### config.mk
export PLATFORM = sky130hd
export DESIGN_NAME = rcb_reg_bank
export DESIGN_NICKNAME = d
export VERILOG_FILES = /design/src/verilog/rcb_pkg.sv /design/src/verilog/rcb_edge_track.sv /design/src/verilog/rcb_self_clear.sv /design/src/verilog/rcb_reg_bank.sv
export SDC_FILE = /design/constraint.sdc
export NUM_CORES = 1
export LEC_CHECK = 0
export BUFFER_PORTS_ARGS = -buffer_cell sky130_fd_sc_hd__buf_2
export CORE_ASPECT_RATIO = 1.1
export CORE_MARGIN = 4
export CORE_UTILIZATION = 50
export CTS_CLUSTER_DIAMETER = 60
export CTS_CLUSTER_SIZE = 14
export DETAILED_ROUTE_END_ITERATION = 10
export PLACE_DENSITY = 0.73
export REMOVE_ABC_BUFFERS = 1
export SYNTH_ARGS = -nofsm -noshare
export SYNTH_HDL_FRONTEND = slang
export SYNTH_HIERARCHICAL = 1
export SYNTH_SLANG_ARGS = --single-unit
### constraint.sdc
create_clock -name clk -period 3.1 [get_ports clk]
set_input_delay 0.465 -clock clk [delete_from_list [all_inputs] [get_ports clk]]
set_output_delay 0.465 -clock clk [all_outputs]
set_load 0.01 [all_outputs]
### src/verilog/rcb_pkg.sv
// register map, field positions, states and carrier types of the repeater control bank
`default_nettype none
package rcb_pkg;
    localparam logic [7:0] OFS_STRAP = 8'h00;
    localparam logic [7:0] OFS_PDN = 8'h01;
    localparam logic [7:0] OFS_OVR = 8'h02;
    localparam logic [7:0] OFS_RSV3 = 8'h03;
    localparam logic [7:0] OFS_RSV4 = 8'h04;
    localparam logic [7:0] OFS_RSV5 = 8'h05;
    localparam logic [7:0] OFS_CTL = 8'h06;
    localparam logic [7:0] OFS_DRST = 8'h07;
    localparam logic [7:0] RST_STRAP = 8'h00;
    localparam logic [7:0] RST_PDN = 8'h00;
    localparam logic [7:0] RST_OVR = 8'h00;
    localparam logic [7:0] RST_RSV = 8'h00;
    localparam logic [7:0] RST_CTL = 8'h10;
    localparam logic [7:0] RST_DRST = 8'h01;
    localparam int STRAP_MSB = 6;
    localparam int STRAP_LSB = 3;
    localparam int LOAD_DONE_BIT = 2;
    localparam int OVR_PIN_BIT = 0;
    localparam int CTL_EN_BIT = 3;
    localparam int REG_RST_BIT = 6;
    localparam int MST_RST_BIT = 5;
    localparam int STRAP_W = 4;
    localparam int NUM_CHAN = 8;
    localparam logic [7:0] SLAVE_BASE = 8'hb0;
    localparam logic [3:0] BYTE_BITS = 4'h8;
    localparam logic [2:0] REG_RST_CYCLES = 3'h1;
    localparam logic [2:0] LOADER_RST_CYCLES = 3'h4;
    localparam logic [7:0] UNMAPPED_READ = 8'h00;

    typedef enum logic [2:0] {
        ST_IDLE = 3'b000,
        ST_ADDR = 3'b001,
        ST_ACK_ADDR = 3'b010,
        ST_REG = 3'b011,
        ST_ACK_REG = 3'b100,
        ST_DATA = 3'b101,
        ST_ACK_DATA = 3'b110,
        ST_TX = 3'b111
    } rcb_bus_state_type;

    typedef struct packed {
        logic level;
        logic rise;
        logic fall;
    } rcb_edge_type;

    typedef struct packed {
        logic prev;
    } rcb_edge_state_type;

    typedef struct packed {
        logic [2:0] cnt;
        logic act;
    } rcb_clr_state_type;

    typedef struct packed {
        rcb_bus_state_type st;
        logic [3:0] cnt;
        logic [7:0] sh;
        logic [7:0] ptr;
        logic rw;
        logic oe;
        logic sda_low;
        logic [7:0] r0;
        logic [7:0] r1;
        logic [7:0] r2;
        logic [7:0] r3;
        logic [7:0] r4;
        logic [7:0] r5;
        logic [7:0] r6;
        logic [7:0] r7;
        logic [7:0] chan_dis;
        logic ctl_en;
    } rcb_main_state_type;
endpackage
`default_nettype wire

### src/verilog/rcb_edge_track.sv
// edge tracker for one bus line
`timescale 1ns/10ps
`default_nettype none
module rcb_edge_track #(
    parameter logic IDLE_LEVEL = 1'b1
) (
    input wire logic clk,
    input wire logic nrst,
    input wire logic line_in,
    output var rcb_pkg::rcb_edge_type edge_out
);
    rcb_pkg::rcb_edge_state_type state_reg;
    rcb_pkg::rcb_edge_state_type state_next;

    always_comb begin
        state_next = state_reg;
        state_next.prev = line_in;
    end

    always_ff @(posedge clk or negedge nrst) begin
        if (!nrst) begin
            state_reg <= '{prev: IDLE_LEVEL};
        end else begin
            state_reg <= state_next;
        end
    end

    // idle level at reset keeps a released bus from faking an edge
    assign edge_out = '{level: line_in, rise: line_in & ~state_reg.prev,
                        fall: ~line_in & state_reg.prev};
endmodule
`default_nettype wire

### src/verilog/rcb_self_clear.sv
// self-clearing control bit that holds for a set number of cycles
`timescale 1ns/10ps
`default_nettype none
module rcb_self_clear #(
    parameter logic [2:0] HOLD = 3'h1
) (
    input wire logic clk,
    input wire logic nrst,
    input wire logic set,
    output logic active
);
    rcb_pkg::rcb_clr_state_type state_reg;
    rcb_pkg::rcb_clr_state_type state_next;

    always_comb begin
        state_next = state_reg;
        if (set) begin
            state_next.cnt = HOLD;
        end else if (state_reg.cnt != 3'h0) begin
            state_next.cnt = state_reg.cnt - 3'h1;
        end
        state_next.act = (state_next.cnt != 3'h0);
    end

    always_ff @(posedge clk or negedge nrst) begin
        if (!nrst) begin
            state_reg <= '{cnt: 3'h0, act: 1'b0};
        end else begin
            state_reg <= state_next;
        end
    end

    assign active = state_reg.act;
endmodule
`default_nettype wire

### src/verilog/rcb_reg_bank.sv
// smbus slave and low control registers of the eight-channel repeater
`timescale 1ns/10ps
`default_nettype none
module rcb_reg_bank (
    input wire logic clk,
    input wire logic nrst,
    input wire logic scl_in,
    input wire logic sda_in,
    output logic sda_out,
    output logic sda_oe,
    input wire logic serial_management_select_pin,
    input wire logic [3:0] addr_strap,
    input wire logic eeprom_load_done,
    input wire logic channel_power_down_pin,
    output logic [7:0] channel_disable,
    output logic smbus_control_enable,
    output logic loader_reset
);
    rcb_pkg::rcb_main_state_type state_reg;
    rcb_pkg::rcb_main_state_type state_next;
    rcb_pkg::rcb_edge_type scl_e;
    rcb_pkg::rcb_edge_type sda_e;
    logic start_det;
    logic stop_det;
    logic wr_en;
    logic reg_active;
    logic [7:0] rd_byte;
    logic [7:0] addr_match;

    rcb_edge_track #(.IDLE_LEVEL(1'b1)) u_scl (
        .clk(clk),
        .nrst(nrst),
        .line_in(scl_in),
        .edge_out(scl_e)
    );

    rcb_edge_track #(.IDLE_LEVEL(1'b1)) u_sda (
        .clk(clk),
        .nrst(nrst),
        .line_in(sda_in),
        .edge_out(sda_e)
    );

    // a self-clearing bit reads back as its own active flag
    rcb_self_clear #(.HOLD(rcb_pkg::REG_RST_CYCLES)) u_reg_rst (
        .clk(clk),
        .nrst(nrst),
        .set(wr_en && state_reg.ptr == rcb_pkg::OFS_DRST && state_reg.sh[rcb_pkg::REG_RST_BIT]),
        .active(reg_active)
    );

    rcb_self_clear #(.HOLD(rcb_pkg::LOADER_RST_CYCLES)) u_mst_rst (
        .clk(clk),
        .nrst(nrst),
        .set(wr_en && state_reg.ptr == rcb_pkg::OFS_DRST && state_reg.sh[rcb_pkg::MST_RST_BIT]),
        .active(loader_reset)
    );

    // scl high on the current sample alone qualifies an sda edge as start or stop
    assign start_det = sda_e.fall && scl_e.level;
    assign stop_det = sda_e.rise && scl_e.level;
    assign addr_match = rcb_pkg::SLAVE_BASE + {3'h0, addr_strap, 1'b0};

    always_comb begin
        rd_byte = rcb_pkg::UNMAPPED_READ;
        unique case (state_reg.ptr)
            rcb_pkg::OFS_STRAP: begin
                rd_byte = {state_reg.r0[7], addr_strap, eeprom_load_done, state_reg.r0[1:0]};
            end
            rcb_pkg::OFS_PDN: rd_byte = state_reg.r1;
            rcb_pkg::OFS_OVR: rd_byte = state_reg.r2;
            rcb_pkg::OFS_RSV3: rd_byte = state_reg.r3;
            rcb_pkg::OFS_RSV4: rd_byte = state_reg.r4;
            rcb_pkg::OFS_RSV5: rd_byte = state_reg.r5;
            rcb_pkg::OFS_CTL: rd_byte = state_reg.r6;
            rcb_pkg::OFS_DRST: begin
                rd_byte = {state_reg.r7[7], reg_active, loader_reset, state_reg.r7[4:0]};
            end
            default: rd_byte = rcb_pkg::UNMAPPED_READ;
        endcase
    end

    always_comb begin
        state_next = state_reg;
        state_next.sda_low = 1'b0;
        wr_en = 1'b0;
        if (!serial_management_select_pin) begin
            state_next.st = rcb_pkg::ST_IDLE;
            state_next.oe = 1'b0;
        end else if (start_det) begin
            // repeated start lands here too, keeping the pointer
            state_next.st = rcb_pkg::ST_ADDR;
            state_next.cnt = 4'h0;
            state_next.oe = 1'b0;
        end else if (stop_det) begin
            state_next.st = rcb_pkg::ST_IDLE;
            state_next.oe = 1'b0;
        end else begin
            if (scl_e.rise && state_reg.st inside {rcb_pkg::ST_ADDR, rcb_pkg::ST_REG,
                                                   rcb_pkg::ST_DATA, rcb_pkg::ST_TX}) begin
                state_next.cnt = state_reg.cnt + 4'h1;
                if (state_reg.st != rcb_pkg::ST_TX) begin
                    state_next.sh = {state_reg.sh[6:0], sda_e.level};
                end
            end
            if (scl_e.fall) begin
                unique case (state_reg.st)
                    rcb_pkg::ST_IDLE: begin
                    end
                    rcb_pkg::ST_ADDR: begin
                        if (state_reg.cnt == rcb_pkg::BYTE_BITS) begin
                            state_next.cnt = 4'h0;
                            if (state_reg.sh[7:1] == addr_match[7:1]) begin
                                state_next.oe = 1'b1;
                                state_next.rw = state_reg.sh[0];
                                state_next.st = rcb_pkg::ST_ACK_ADDR;
                            end else begin
                                state_next.st = rcb_pkg::ST_IDLE;
                            end
                        end
                    end
                    rcb_pkg::ST_ACK_ADDR: begin
                        if (state_reg.rw) begin
                            state_next.sh = rd_byte;
                            state_next.oe = ~rd_byte[7];
                            state_next.st = rcb_pkg::ST_TX;
                        end else begin
                            state_next.oe = 1'b0;
                            state_next.st = rcb_pkg::ST_REG;
                        end
                    end
                    rcb_pkg::ST_REG: begin
                        if (state_reg.cnt == rcb_pkg::BYTE_BITS) begin
                            state_next.cnt = 4'h0;
                            state_next.ptr = state_reg.sh;
                            state_next.oe = 1'b1;
                            state_next.st = rcb_pkg::ST_ACK_REG;
                        end
                    end
                    rcb_pkg::ST_ACK_REG: begin
                        state_next.oe = 1'b0;
                        state_next.st = rcb_pkg::ST_DATA;
                    end
                    rcb_pkg::ST_DATA: begin
                        if (state_reg.cnt == rcb_pkg::BYTE_BITS) begin
                            state_next.cnt = 4'h0;
                            wr_en = 1'b1;
                            state_next.oe = 1'b1;
                            state_next.st = rcb_pkg::ST_ACK_DATA;
                        end
                    end
                    rcb_pkg::ST_ACK_DATA: begin
                        // one byte per write; extra bytes go unanswered
                        state_next.oe = 1'b0;
                        state_next.st = rcb_pkg::ST_IDLE;
                    end
                    rcb_pkg::ST_TX: begin
                        if (state_reg.cnt == rcb_pkg::BYTE_BITS) begin
                            // the host ack or nack bit is left to the bus
                            state_next.cnt = 4'h0;
                            state_next.oe = 1'b0;
                            state_next.st = rcb_pkg::ST_IDLE;
                        end else begin
                            state_next.sh = {state_reg.sh[6:0], 1'b0};
                            state_next.oe = ~state_reg.sh[6];
                        end
                    end
                endcase
            end
        end
        // register reset wins over a bus write in the same cycle
        if (reg_active) begin
            state_next.r0 = rcb_pkg::RST_STRAP;
            state_next.r1 = rcb_pkg::RST_PDN;
            state_next.r2 = rcb_pkg::RST_OVR;
            state_next.r3 = rcb_pkg::RST_RSV;
            state_next.r4 = rcb_pkg::RST_RSV;
            state_next.r5 = rcb_pkg::RST_RSV;
            state_next.r6 = rcb_pkg::RST_CTL;
            state_next.r7 = rcb_pkg::RST_DRST;
        end else if (wr_en) begin
            unique case (state_reg.ptr)
                rcb_pkg::OFS_STRAP: state_next.r0 = state_reg.sh & 8'h83;
                rcb_pkg::OFS_PDN: state_next.r1 = state_reg.sh;
                rcb_pkg::OFS_OVR: state_next.r2 = state_reg.sh;
                rcb_pkg::OFS_RSV3: state_next.r3 = state_reg.sh;
                rcb_pkg::OFS_RSV4: state_next.r4 = state_reg.sh;
                rcb_pkg::OFS_RSV5: state_next.r5 = state_reg.sh;
                rcb_pkg::OFS_CTL: state_next.r6 = state_reg.sh;
                rcb_pkg::OFS_DRST: state_next.r7 = state_reg.sh & 8'h9f;
                default: begin
                end
            endcase
        end
        // pin acts only as an extra power-down, never re-enables a channel
        state_next.chan_dis = state_reg.r1 |
            (state_reg.r2[rcb_pkg::OVR_PIN_BIT] ? 8'h00 : {8{channel_power_down_pin}});
        state_next.ctl_en = state_reg.r6[rcb_pkg::CTL_EN_BIT];
    end

    always_ff @(posedge clk or negedge nrst) begin
        if (!nrst) begin
            state_reg <= '{st: rcb_pkg::ST_IDLE, cnt: 4'h0, sh: 8'h00, ptr: 8'h00,
                           rw: 1'b0, oe: 1'b0, sda_low: 1'b0,
                           r0: rcb_pkg::RST_STRAP, r1: rcb_pkg::RST_PDN, r2: rcb_pkg::RST_OVR,
                           r3: rcb_pkg::RST_RSV, r4: rcb_pkg::RST_RSV, r5: rcb_pkg::RST_RSV,
                           r6: rcb_pkg::RST_CTL, r7: rcb_pkg::RST_DRST,
                           chan_dis: 8'h00, ctl_en: 1'b0};
        end else begin
            state_reg <= state_next;
        end
    end

    assign sda_out = state_reg.sda_low;
    assign sda_oe = state_reg.oe;
    assign channel_disable = state_reg.chan_dis;
    assign smbus_control_enable = state_reg.ctl_en;
endmodule
`default_nettype wire

Yosys cells after proc, flatten, opt, wreduce, memory -nomap -nowiden --
Index checks and enable logic that the tools add are counted.
Storage, ports and cells: bits in registers 108, memory bits (read-only) 0, memories 0, latch bits 0, input bits 11, bits in writable memories 0
Operators by class: bitwise logic cells 13, mux-type cells 72, order comparisons 0, equal/unequal tests 29, add/subtract/negate cells 4, shift-type cells 0, div/mod/pow operators 0, reduce and logical (&&, ||, !) cells 37, $mul 0
Operators with widths (count):
- $mux 64 | 2
- $mux 7 | 17
- $mux 8 | 14
- $pmux 8 s8 | 1
- $mux 12 | 4
- $eq 8x3->1 const B | 4
- $mux 25 | 1
- $ne 5x4->1 const B | 5
- $mux 21 | 1
- $mux 3 | 7
- $pmux 3 s7 | 1
- $reduce_and 2->1 | 9
- $reduce_bool 2->1 | 9
- $eq 8x2->1 const B | 2
- $mux 2 | 8
- $pmux 4 s4 | 1
- $pmux 8 s2 | 1
- $mux 1 | 13
- $eq 3x3->1 const B | 4
- $ne 6x5->1 const B | 2
- $reduce_and 6->1 | 2
- $reduce_bool 3->1 | 4
- $ne 10x1->1 const B | 1
- $add 8x5->8 const A | 1
- other kinds (23) | 41

Longest topological paths before layout --
Gate-level depths: netlist of the first run.
depth after elaboration 16, mapped depth 8, gate-level depth less buffers 8

By module --
Netlist of the first run, hierarchy kept.
Modules (own cells, without submodules):
- rcb_reg_bank | area an instance 4860.9 um2, seq. area each 2279.7 um2, cells each 453, times used 1
- rcb_self_clear at u_reg_rst | area an instance 212.7 um2, seq. area each 100.1 um2, cells each 20, times used 1
- rcb_self_clear at u_mst_rst | area an instance 211.5 um2, seq. area each 100.1 um2, cells each 19, times used 1
- rcb_edge_track | area an instance 48.8 um2, seq. area each 26.3 um2, cells each 4, times used 2

Least setup slack after synthesis of the first run --
No wires, ideal clock.
path type input to register, start in sda_in, end reg state_reg[61] (netlist name), path buffers 0, setup time 0.132 ns, data arrival time 2.102 ns, cell stages on the path 6, slack 0.866 ns, cell sequence and2b_2 -> o21ai_2 -> nand4_4 -> nor4_4 -> mux2i_1 -> nor2_1
On the way: cells in the longest elaborated chain, start to end 7
Ends and longest elaborated chain:
- start: declaration | RTL line rcb_reg_bank.sv:8 | input wire logic sda_in,
- $and 1x1->1 or $not 1->1 (tied branches) | RTL line rcb_edge_track.sv:29, rcb_edge_track.sv:30
- $logic_and 1x1->1 or $and 1x1->1 (tied branches) | RTL line rcb_reg_bank.sv:61, rcb_edge_track.sv:30
- $mux 1 or $logic_and 1x1->1 (tied branches) | RTL line rcb_reg_bank.sv:95, rcb_reg_bank.sv:60
- $mux 1 * | RTL line rcb_reg_bank.sv:90 | end else if (start_det) begin
- $mux 1 * | RTL line rcb_reg_bank.sv:87 | if (!serial_management_select_pin) begin
- $reduce_bool 2->1 (no line) *
- $reduce_and 2->1 (no line) *
- end signal: assignment | RTL line rcb_reg_bank.sv:203 | state_reg <= '{st: rcb_pkg::ST_IDLE, cnt: 4'h0, sh: 8'h00, ptr: 8'h00,
- end signal: assignment | RTL line rcb_reg_bank.sv:210 | state_reg <= state_next;
- end: declaration | RTL line rcb_reg_bank.sv:19 | rcb_pkg::rcb_main_state_type state_reg;
Every way passes the cells marked *; elsewhere a longest branch is shown, timed or not. A chain may end at the register's enable or synchronous reset.

Worst setup path after layout of the first run --
start reg state_reg[81] (netlist name), end reg state_reg[61] (netlist name)
On the way: cells in the longest elaborated chain, start to end 3
Ends and longest elaborated chain:
- $eq 8x1->1 | RTL line rcb_reg_bank.sv:182 | unique case (state_reg.ptr)
- $reduce_bool 2->1 (no line)
- $reduce_and 2->1 (no line)
No other way between the ends.

==> metrics, run 1 <==
final global-route overflow total 0; largest net degree at the start of global routing 68; total placed cells including tap cells 639; fraction of synthesized cell area taken by the top area cell type 45.1%; number of violations of the max-capacitance limit 0; gp weighted congestion ~0.85; RSZ-0062 raised after global routing no; Setup Total Neg Slack 0 ns; netlist area before placement 5380 µm²; warning count from the yosys run 6; Slew HR 43.8%; I/O pin total 23; Commonest cells post-synth sky130_fd_sc_hd__dfrtp_1 (97), sky130_fd_sc_hd__mux2i_1 (75), sky130_fd_sc_hd__nor2_1 (74); Clk Latency, worst-skew pair 0.35 ns; Period Utilization, post-route 79.4%; effective utilization at floorplan 51.5%; Worst Max-Slew Pin Slew 0.842 ns; commonest register cell after synthesis sky130_fd_sc_hd__dfrtp_1; data arrival at the endpoint of the critical path 2.68 ns; family with the most delay on the worst path simple AND/OR/NAND/NOR gates; Setup Buffers After CTS 0; total global-route track usage between 20% and 30%; buffering stage count on the worst path with inverters included 0; die extent in x 107 µm; total of hold buffers inserted after clock tree synthesis 0; Seq cells post-synth 101; Final ANT Viol Nets 0; post-CTS resize count 0; setup slack on the worst flop-to-flop path ~0.64 ns; CTS buffer count 9; Final min period 2.46 ns; DR WL/cell 18.9 µm; Placement Rows 39; core area 10400 µm²; maximum operating frequency ~410 MHz; routed vias approximately 3900; length of the first detailed-routing pass in iterations 5; Clock Sink Count 101; CTS root buf sky130_fd_sc_hd__clkbuf_16; detailed-placement wirelength estimate ~8500 µm; detailed-route wire length between 10000 and 15000 µm; CP max FO 8; sequential element share of the synthesized area 47.0%; maximum root-to-sink buffer count 2; startpoint type of the worst setup path flop; worst vdd ir ~0.3 mV; worst setup path class flop to flop; library cell with the highest instance count after synthesis sky130_fd_sc_hd__dfrtp_1; ANT cells 0; class of the worst hold path primary input to asynchronous set/reset pin; Mapped Cells 500; count of buffers inserted at the top-level ports 21; leakage power summed over all cells 2.62 nW; count of routing violations after the opening detailed-route iteration 238; share of layout cells above drive strength 1 17.8%; Pins Over Slew Limit 0; die extent in y 117 µm; Final Non-Filler Cells around 660; via/cell ratio 5.91; data required time at the worst endpoint 3.32 ns; outcome complete, no violations; unique cell type count in the Yosys netlist 62; H-tree depth 3; Worst Setup End Kind flop; overall die area between 10000 and 15000 µm²; final core utilization 56.6%; setup skew after layout roughly 0.008 ns; area growth from synthesis to layout 9.76%; clock tree from TritonCTS yes; count of final hold-check violations 0; DRC errors left 0; Synth area leader sky130_fd_sc_hd__dfrtp_1; Post-layout nets 526; longest individual stage delay on the worst path between 0.6 and 0.7 ns; final setup fails 0; first-pass GRT wire length 20700 µm; highest-delay cell along the critical path sky130_fd_sc_hd__nor4_4; top post-synthesis cells by area sky130_fd_sc_hd__dfrtp_1 (45%), sky130_fd_sc_hd__mux2i_1 (14%), sky130_fd_sc_hd__nor2_1 (5.2%); cells along the critical path nor4_2 -> nand2_1 -> nor4_4 -> mux2i_1 -> nor2_1; number of antenna violations at the first check in global routing 1; number of enable-type register cells in the synthesized netlist 0; average cell area after synthesis roughly 11 µm²; fraction of registers with async set/reset 100%; areal power density over the cells 458 nW/µm²; clock edge transition at the registers on the reported setup and hold paths 0.06 ns; vias in the first global route 3876; number of flip-flops under the largest register name 80
[power by group]
| part | switching, mW | internal, mW | leakage (nW) | total [mW] |
|---|---|---|---|---|
| clock network | 0.486 | 0.729 | 0.153 | 1.21 |
| registers | 0.0386 | 1.34 | 1.38 | 1.37 |
| logic | 0.0776 | 0.0418 | 1.09 | 0.119 |
[area by class of cell]
type / count / area, µm²
Inverter: 13 / 48.8
Clock buffer: 12 / 246
Multi-Input combinational cell: 344 / 2590
Fill cell: 918 / 4530
Sequential cell: 101 / 2530
Clock inverter: 4 / 72.6
Timing Repair Buffer: 38 / 235
Tap cell: 143 / 179
[final timing paths]
check	end	startpoint	cells after the start
worst max register to register	state_reg[61]	state_reg[81]	5
min in group clk	u_sda/state_reg	sda_in	1
worst min register to register	smbus_control_enable	state_next[0]	0
worst min-delay path	channel_disable[4]	nrst	1
worst max-delay path	state_reg[61]	state_reg[81]	5
max in group asynchronous	u_sda/state_reg	nrst	2
[cell usage in the layout (no fill, tap or decap), drive strengths merged, types with 8 or more instances in the layout]
cell,n
mux2,10
clkbuf,12
ha,8
a22oi,12
o21ai,18
nor2b,9
nor2,74
dfrtp,97
nand2,16
inv,13
mux2i,75
nand3,8
nand2b,11
buf,38
[layer usage]
layer,GRT usage (%),vias to the layer above,wire length (µm),part of all wire [%]
met3,3.46,29,603,4.9
li1,-,1778,-,-
met1,28.8,1941,5390,43
met5,0,-,11,0.089
met2,33.8,122,5970,48
met4,10.7,2,414,3.3
[logic make-up (layout without fill, tap and decap cells)]
group                      count (synthesis)  count (layout)  share of synthesized area [%]
adders and majority gates                  8               8                           1.86
other                                      1               1                         0.0697
muxes                                     89              89                           17.7
and+or+nand+nor                          165             165                           17.6
AOI/OAI and AO/OA                         71              71                           9.30
DFF                                      101             101                           47.0
xor gates and xnor gates                  10              10                           1.63
buffers and inverters                     55              67                           4.77
[stage by stage]
stage	total power [mW]	hold WS, ns	area (µm²)	setup WS (ns)
final	2.71	0.223	5910	0.640
after global routing	2.79	0.250	5910	0.489
after CTS	2.72	0.238	5910	0.624
after detailed placement	1.52	0.397	5590	0.459
after global placement	1.51	0.396	5590	0.552
after floorplan	1.44	0.169	5170	0.654
No activity file was read; power rests on OpenSTA's default activity.
==> run 2: changes to the inputs <==
- clock period: 3.1 -> 2.5 ns (I/O delays scaled with it)
==> metrics, run 2 (same netlist as run 1, synthesis figures left out) <==
class of the worst hold path primary input to asynchronous set/reset pin; top library cells by usage in the layout, fill and taps aside sky130_fd_sc_hd__dfrtp_1 (97), sky130_fd_sc_hd__mux2i_1 (75), sky130_fd_sc_hd__nor2_1 (74); ANT cells 0 (unchanged); Worst Max-Slew Pin Slew 0.724 ns (-0.118 ns); family with the most delay on the worst path simple AND/OR/NAND/NOR gates; buffering stage count on the worst path with inverters included 0 (unchanged); Setup Total Neg Slack 0 ns (unchanged); effective utilization at floorplan 51.5% (unchanged); beginning of the worst register-to-register path u_sda/state_reg; I/O pin total 23 (unchanged); number of violations of the max-capacitance limit 0 (unchanged); die extent in x 107 µm (unchanged); length of the first detailed-routing pass in iterations 5 (unchanged); via/cell ratio 5.86 (-0.95%); maximum operating frequency 455 MHz (+12%); outcome complete, no violations; die extent in y 117 µm (unchanged); Setup Buffers After CTS 0 (unchanged); Clock Sink Count 101 (unchanged); final core utilization 58.1% (+1.5 points); CTS buffer count 9 (unchanged); worst hold-check slack 0.0863 ns (-0.136 ns); count of routing violations after the opening detailed-route iteration 225 (-5.5%); number of antenna violations at the first check in global routing 0 (-1); share of layout cells above drive strength 1 20.3% (+2.5 points); startpoint type of the worst setup path flop; clock edge transition at the registers on the reported setup and hold paths 0.07 ns (about the same); net switching component of the power 744 µW (+24%); Post-layout nets 542 (+3.0%); CP max FO 8 (unchanged); detailed-route wire length 12500 µm (+1.1%); instance count on the critical path 5 (unchanged); Critical path origin u_sda/state_reg; detailed-placement wirelength estimate 8810 µm (+3.4%); register area 2530 µm² (unchanged); data required time at the worst endpoint 2.72 ns (-0.60 ns); design area 6060 µm² (+2.6%); longest individual stage delay on the worst path 0.72 ns (+0.03 ns); CTS root buf sky130_fd_sc_hd__clkbuf_16; sequential fraction of design power 50.4% (-0.3 points); RSZ-0062 raised after global routing no; Slew HR 51.7% (+7.9 points); clock tree from TritonCTS yes; final setup slack of the worst path 0.303 ns (-0.337 ns); DP Worst Slack 0.194 ns (-0.265 ns); setup slack on the worst flop-to-flop path 0.30 ns (-0.34 ns); gp weighted congestion 0.879 (+3.7%); H-tree depth 3 (unchanged); data arrival at the endpoint of the critical path 2.42 ns (-0.26 ns); worst vdd ir 0.299 mV (+1.9%); DR WL/cell 18.7 µm (-1.3%); Pins Over Slew Limit 0 (unchanged); total global-route track usage 21.7% (+0.40 points); Final ANT Viol Nets 0 (unchanged); final setup fails 0 (unchanged); vias in the first global route 4070 (+5.0%); cells along the critical path nor2b_1 -> o21ai_2 -> nand3_1 -> or4_1 -> mux2_2; total of hold buffers inserted after clock tree synthesis 0 (unchanged); most common cell after layout, fill and taps aside sky130_fd_sc_hd__dfrtp_1; combinational share of power 5.3% (+0.9 points); DRC errors left 0 (unchanged); total placed cells including tap cells 655 (+2.5%); Filler Cells Inserted 889 (-3.2%); internal power component 2.60 mW (+23%); count of final hold-check violations 0 (unchanged); worst setup path class flop to flop; core area 10400 µm² (unchanged); post-CTS resize count 0 (unchanged); leakage power summed over all cells 2.71 nW (+3.2%); final global-route overflow total 0 (unchanged); Reg2Reg Depth 5 (unchanged); setup skew after layout 0.00941 ns (+0.00117 ns); routed vias 3929 (+1.5%); post-place instance area 5750 µm² (+2.8%); number of flip-flops under the largest register name 80 (unchanged); critical path endpoint state_reg[78]; count of buffers inserted at the top-level ports 21 (unchanged); Final Non-Filler Cells 671 (+2.4%); highest-delay cell along the critical path sky130_fd_sc_hd__or4_1; Final min period 2.20 ns (-0.263 ns); maximum root-to-sink buffer count 2 (unchanged); largest net degree at the start of global routing 58 (-15%); overall die area 12500 µm² (unchanged); areal power density over the cells 551 nW/µm² (+20%); area growth from synthesis to layout 12.6%; worst r2r dst state_reg[78]; area occupied by multi-input gates 2590 µm² (unchanged); net switching fraction of the power 22.3% (+0.031 points); Placement Rows 39 (unchanged); Worst Setup End Kind flop; Overall Power 3.34 mW (+23%); clock network fraction of total power 44.3% (-0.5 points); Clk Latency, worst-skew pair 0.34 ns (about the same); Period Utilization, post-route 87.9% (+8.5 points); first-pass GRT wire length 21100 µm (+1.9%)
==> run 2: cell count changes in the layout (fill, tap and decap cells not counted) <==
cell	before	now
sky130_fd_sc_hd__clkbuf_8	1	0
sky130_fd_sc_hd__inv_6	0	1
sky130_fd_sc_hd__clkinv_2	1	0
sky130_fd_sc_hd__buf_4	18	31
sky130_fd_sc_hd__clkinvlp_4	1	2
sky130_fd_sc_hd__buf_12	0	3
==> run 2: layer usage <==
layer | routed length, µm | global-route usage [%] | part of all wire, %
met1 | 5510 | 28.4 | 44
met2 | 6280 | 36.6 | 50
met3 | 492 | 3.51 | 3.9
met4 | 251 | 8.53 | 2.0
met5 | 0 | 0 | 0
==> run 2: layout make-up <==
cell class,count,share of cell area (%)
repair buffers,54,6.48
clock buffers,11,3.84
multi-input cells,344,42.8
inverters,13,0.805
flip-flops and latches,101,41.8
well taps,143,2.95
clock inverters,5,1.38
==> run 2: worst min path at each step <==
| stage | end | cells past startpoint | slack [ns] |
|---|---|---|---|
| 2_1_floorplan | channel_disable[0] | 0 | 0.08 |
| 3_3_place_gp | smbus_control_enable | 0 | 0.43 |
| 3_5_place_dp | smbus_control_enable | 0 | 0.42 |
| 4_1_cts | state_reg[48] | 1 | 0.11 |
| 5_1_grt | channel_disable[7] | 1 | 0.13 |
| 6_report | state_reg[64] | 1 | 0.09 |
==> run 2: power by group through the flow <==
stage               logic (mW)  registers [mW]  clock network, mW
global placement         0.173            1.71                  0
global route             0.197            1.69               1.59
CTS                      0.180            1.69               1.51
detailed placement       0.179            1.72                  0
finish                   0.178            1.69               1.48
floorplan               0.0626            1.72                  0
==> run 2: worst register-to-register path, cell delays in order (launching register included) <==
cell                      delay (ns)
sky130_fd_sc_hd__dfstp_2        0.53
sky130_fd_sc_hd__nor2b_1        0.06
sky130_fd_sc_hd__o21ai_2        0.28
sky130_fd_sc_hd__nand3_1        0.14
sky130_fd_sc_hd__or4_1          0.72
sky130_fd_sc_hd__mux2_2         0.36
==> run 3: changes to the inputs <==
- CORE_UTILIZATION: 50 -> 55
- HOLD_SLACK_MARGIN: default -> 0.03
- PLACE_DENSITY: 0.73 -> 0.78
==> metrics, run 3 (same netlist as run 1, synthesis figures left out) <==
ANT cells 0 (unchanged); top library cells by usage in the layout, fill and taps aside sky130_fd_sc_hd__dfrtp_1 (96), sky130_fd_sc_hd__mux2i_1 (75), sky130_fd_sc_hd__nor2_1 (74); core area 9440 µm² (-9.6%); first-pass GRT wire length 20000 µm (-4.9%); vias in the first global route 3934 (-3.3%); Post-layout nets 540 (-0.37%); longest individual stage delay on the worst path 0.43 ns (-0.29 ns); count of buffers inserted at the top-level ports 21 (unchanged); final global-route overflow total 0 (unchanged); clock network fraction of total power 40.0% (-4.3 points); leakage power summed over all cells 2.66 nW (-1.7%); CP max FO 7 (-1); clock tree from TritonCTS yes; detailed-route wire length 12100 µm (-3.7%); number of flip-flops under the largest register name 80 (unchanged); cell count of the worst hold path 1; Setup Total Neg Slack 0 ns (unchanged); design area 5910 µm² (-2.5%); share of layout cells above drive strength 1 20.0% (-0.27 points); number of antenna violations at the first check in global routing 0 (unchanged); maximum root-to-sink buffer count 2 (unchanged); setup skew after layout 0.0130 ns (+0.00362 ns); die extent in x 102 µm (-4.3%); Reg2Reg Depth 8 (+3); detailed-placement wirelength estimate 8390 µm (-4.8%); effective utilization at floorplan 57.0% (+5.4 points); outcome complete, no violations; Clk Latency, worst-skew pair 0.37 ns (+0.03 ns); most common cell after layout, fill and taps aside sky130_fd_sc_hd__dfrtp_1; overall die area 11400 µm² (-8.5%); area growth from synthesis to layout 9.86%; internal power component 2.38 mW (-8.3%); Worst Setup End Kind flop; count of final hold-check violations 0 (unchanged); combinational share of power 5.7% (+0.4 points); setup slack on the worst flop-to-flop path 0.20 ns (-0.10 ns); met3 wire len 558 µm (+13%); worst vdd ir 0.291 mV (-2.7%); Clock Sink Count 101 (unchanged); gp weighted congestion 0.837 (-4.8%); startpoint type of the worst setup path flop; sink of the worst hold path u_sda/state_reg; data arrival at the endpoint of the critical path 2.61 ns (+0.19 ns); DR WL/cell 18.8 µm (+0.61%); via/cell ratio 6.08 (+3.9%); worst r2r dst state_reg[9]; post-route met1 wirelength 5390 µm (-2.1%); Pins Over Slew Limit 0 (unchanged); largest net degree at the start of global routing 46 (-21%); Final ANT Viol Nets 0 (unchanged); maximum operating frequency 435 MHz (-4.5%); cells along the critical path inv_1 -> ha_1 -> and4b_4 -> nand4_4 -> buf_4 -> nor3_4 -> nor2b_1 -> a211o_1; class of the worst hold path primary input to flop; final setup fails 0 (unchanged); length of the first detailed-routing pass in iterations 6 (+1); total global-route track usage 22.3% (+0.54 points); die extent in y 112 µm (-4.3%); routed vias 3906 (-0.59%); sequential fraction of design power 54.3% (+3.9 points); H-tree depth 3 (unchanged); Hold Crit Start sda_in; number of violations of the max-capacitance limit 0 (unchanged); RSZ-0062 raised after global routing no; count of routing violations after the opening detailed-route iteration 254 (+13%); data required time at the worst endpoint 2.81 ns (+0.09 ns); Worst Max-Slew Pin Slew 0.624 ns (-0.100 ns); clock edge transition at the registers on the reported setup and hold paths 0.10 ns (+0.03 ns); post-place instance area 5670 µm² (-1.4%); net switching fraction of the power 23.1% (+0.81 points); highest-delay cell along the critical path sky130_fd_sc_hd__dfrtp_1; buffering stage count on the worst path with inverters included 2 (+2); DRC errors left 0 (unchanged); areal power density over the cells 524 nW/µm² (-5.0%); CTS buffer count 9 (unchanged); beginning of the worst register-to-register path state_reg[92]; family with the most delay on the worst path simple AND/OR/NAND/NOR gates; worst setup path class flop to flop; I/O pin total 23 (unchanged); net switching component of the power 714 µW (-4.0%); metal2 WL 5950 µm (-5.2%); Slew HR 58.1% (+6.4 points); Final min period 2.30 ns (+0.103 ns); Placement Rows 37 (-5.1%); Period Utilization, post-route 92.0% (+4.1 points); CTS root buf sky130_fd_sc_hd__clkbuf_8; highest signal layer in the routed design met4
run 3: cell count changes in the layout (fill, tap and decap cells not counted), sizes merged:
| cell | previous run | this run |
|---|---|---|
| buf | 54 | 51 |
| clkinvlp | 2 | 0 |
| bufinv | 2 | 3 |
| clkbuf | 11 | 10 |
| clkinv | 0 | 1 |
| dlygate4sd3 | 0 | 1 |
run 3: what timing repair did:
action / CTS / global route
setup buffers: 0 / 0
hold endpoints to repair: 37 / 0
gates resized for setup: 0 / 0
hold buffers: 1 / 0
run 3: worst max path at each step:
stage,from,end,cells after the start
5_1_grt,state_reg[92],state_reg[9],8
2_1_floorplan,state_reg[77],state_reg[10],5
6_report,state_reg[92],state_reg[9],8
3_3_place_gp,sda_in,state_reg[77],7
3_5_place_dp,sda_in,state_reg[83],7
4_1_cts,state_reg[92],state_reg[9],8
run 3: area by class of cell:
| class | instances | area, µm² |
|---|---|---|
| clock inverters | 5 | 108 |
| well taps | 117 | 146 |
| fillers | 752 | 3530 |
| clock buffers | 10 | 128 |
| inverters | 13 | 48.8 |
| repair buffers | 52 | 355 |
| multi-input cells | 344 | 2590 |
| flip-flops and latches | 101 | 2530 |
run 3: power by group through the flow:
stage / combinational [mW] / clock (mW) / sequential [mW]
floorplan: 0.0626 / 0 / 1.72
detailed placement: 0.177 / 0 / 1.71
global placement: 0.173 / 0 / 1.71
CTS: 0.180 / 1.25 / 1.68
global route: 0.200 / 1.32 / 1.69
finish: 0.177 / 1.24 / 1.68
run 3: metrics by stage:
step           hold slack (ns)  util, %  setup slack (ns)  cells  power [mW]
3_3_place_gp             0.390     60.0             0.207    626        1.88
2_1_floorplan           0.0794        -            0.0539    458        1.78
4_1_cts                  0.119     62.6             0.175    642        3.11
3_5_place_dp             0.390     60.0             0.167    626        1.89
5_1_grt                  0.112     62.6            0.0561    642        3.20
6_report                 0.131     62.6             0.200    642        3.10
run 3: worst register-to-register path, delay by kind of cell, from the launching register on:
kind            cells  cell delay (ns)
buf+inv             2             0.33
compound gates      1             0.28
flops               1             0.43
fa+ha+maj           1             0.18
simple gates        4             1.01
run 3: routing by layer:
metal | vias up | GRT usage (%)
met5 | - | 0
met1 | 1983 | 31.1
met3 | 14 | 4.14
li1 | 1803 | -
met4 | 0 | 6.39
met2 | 106 | 35.5
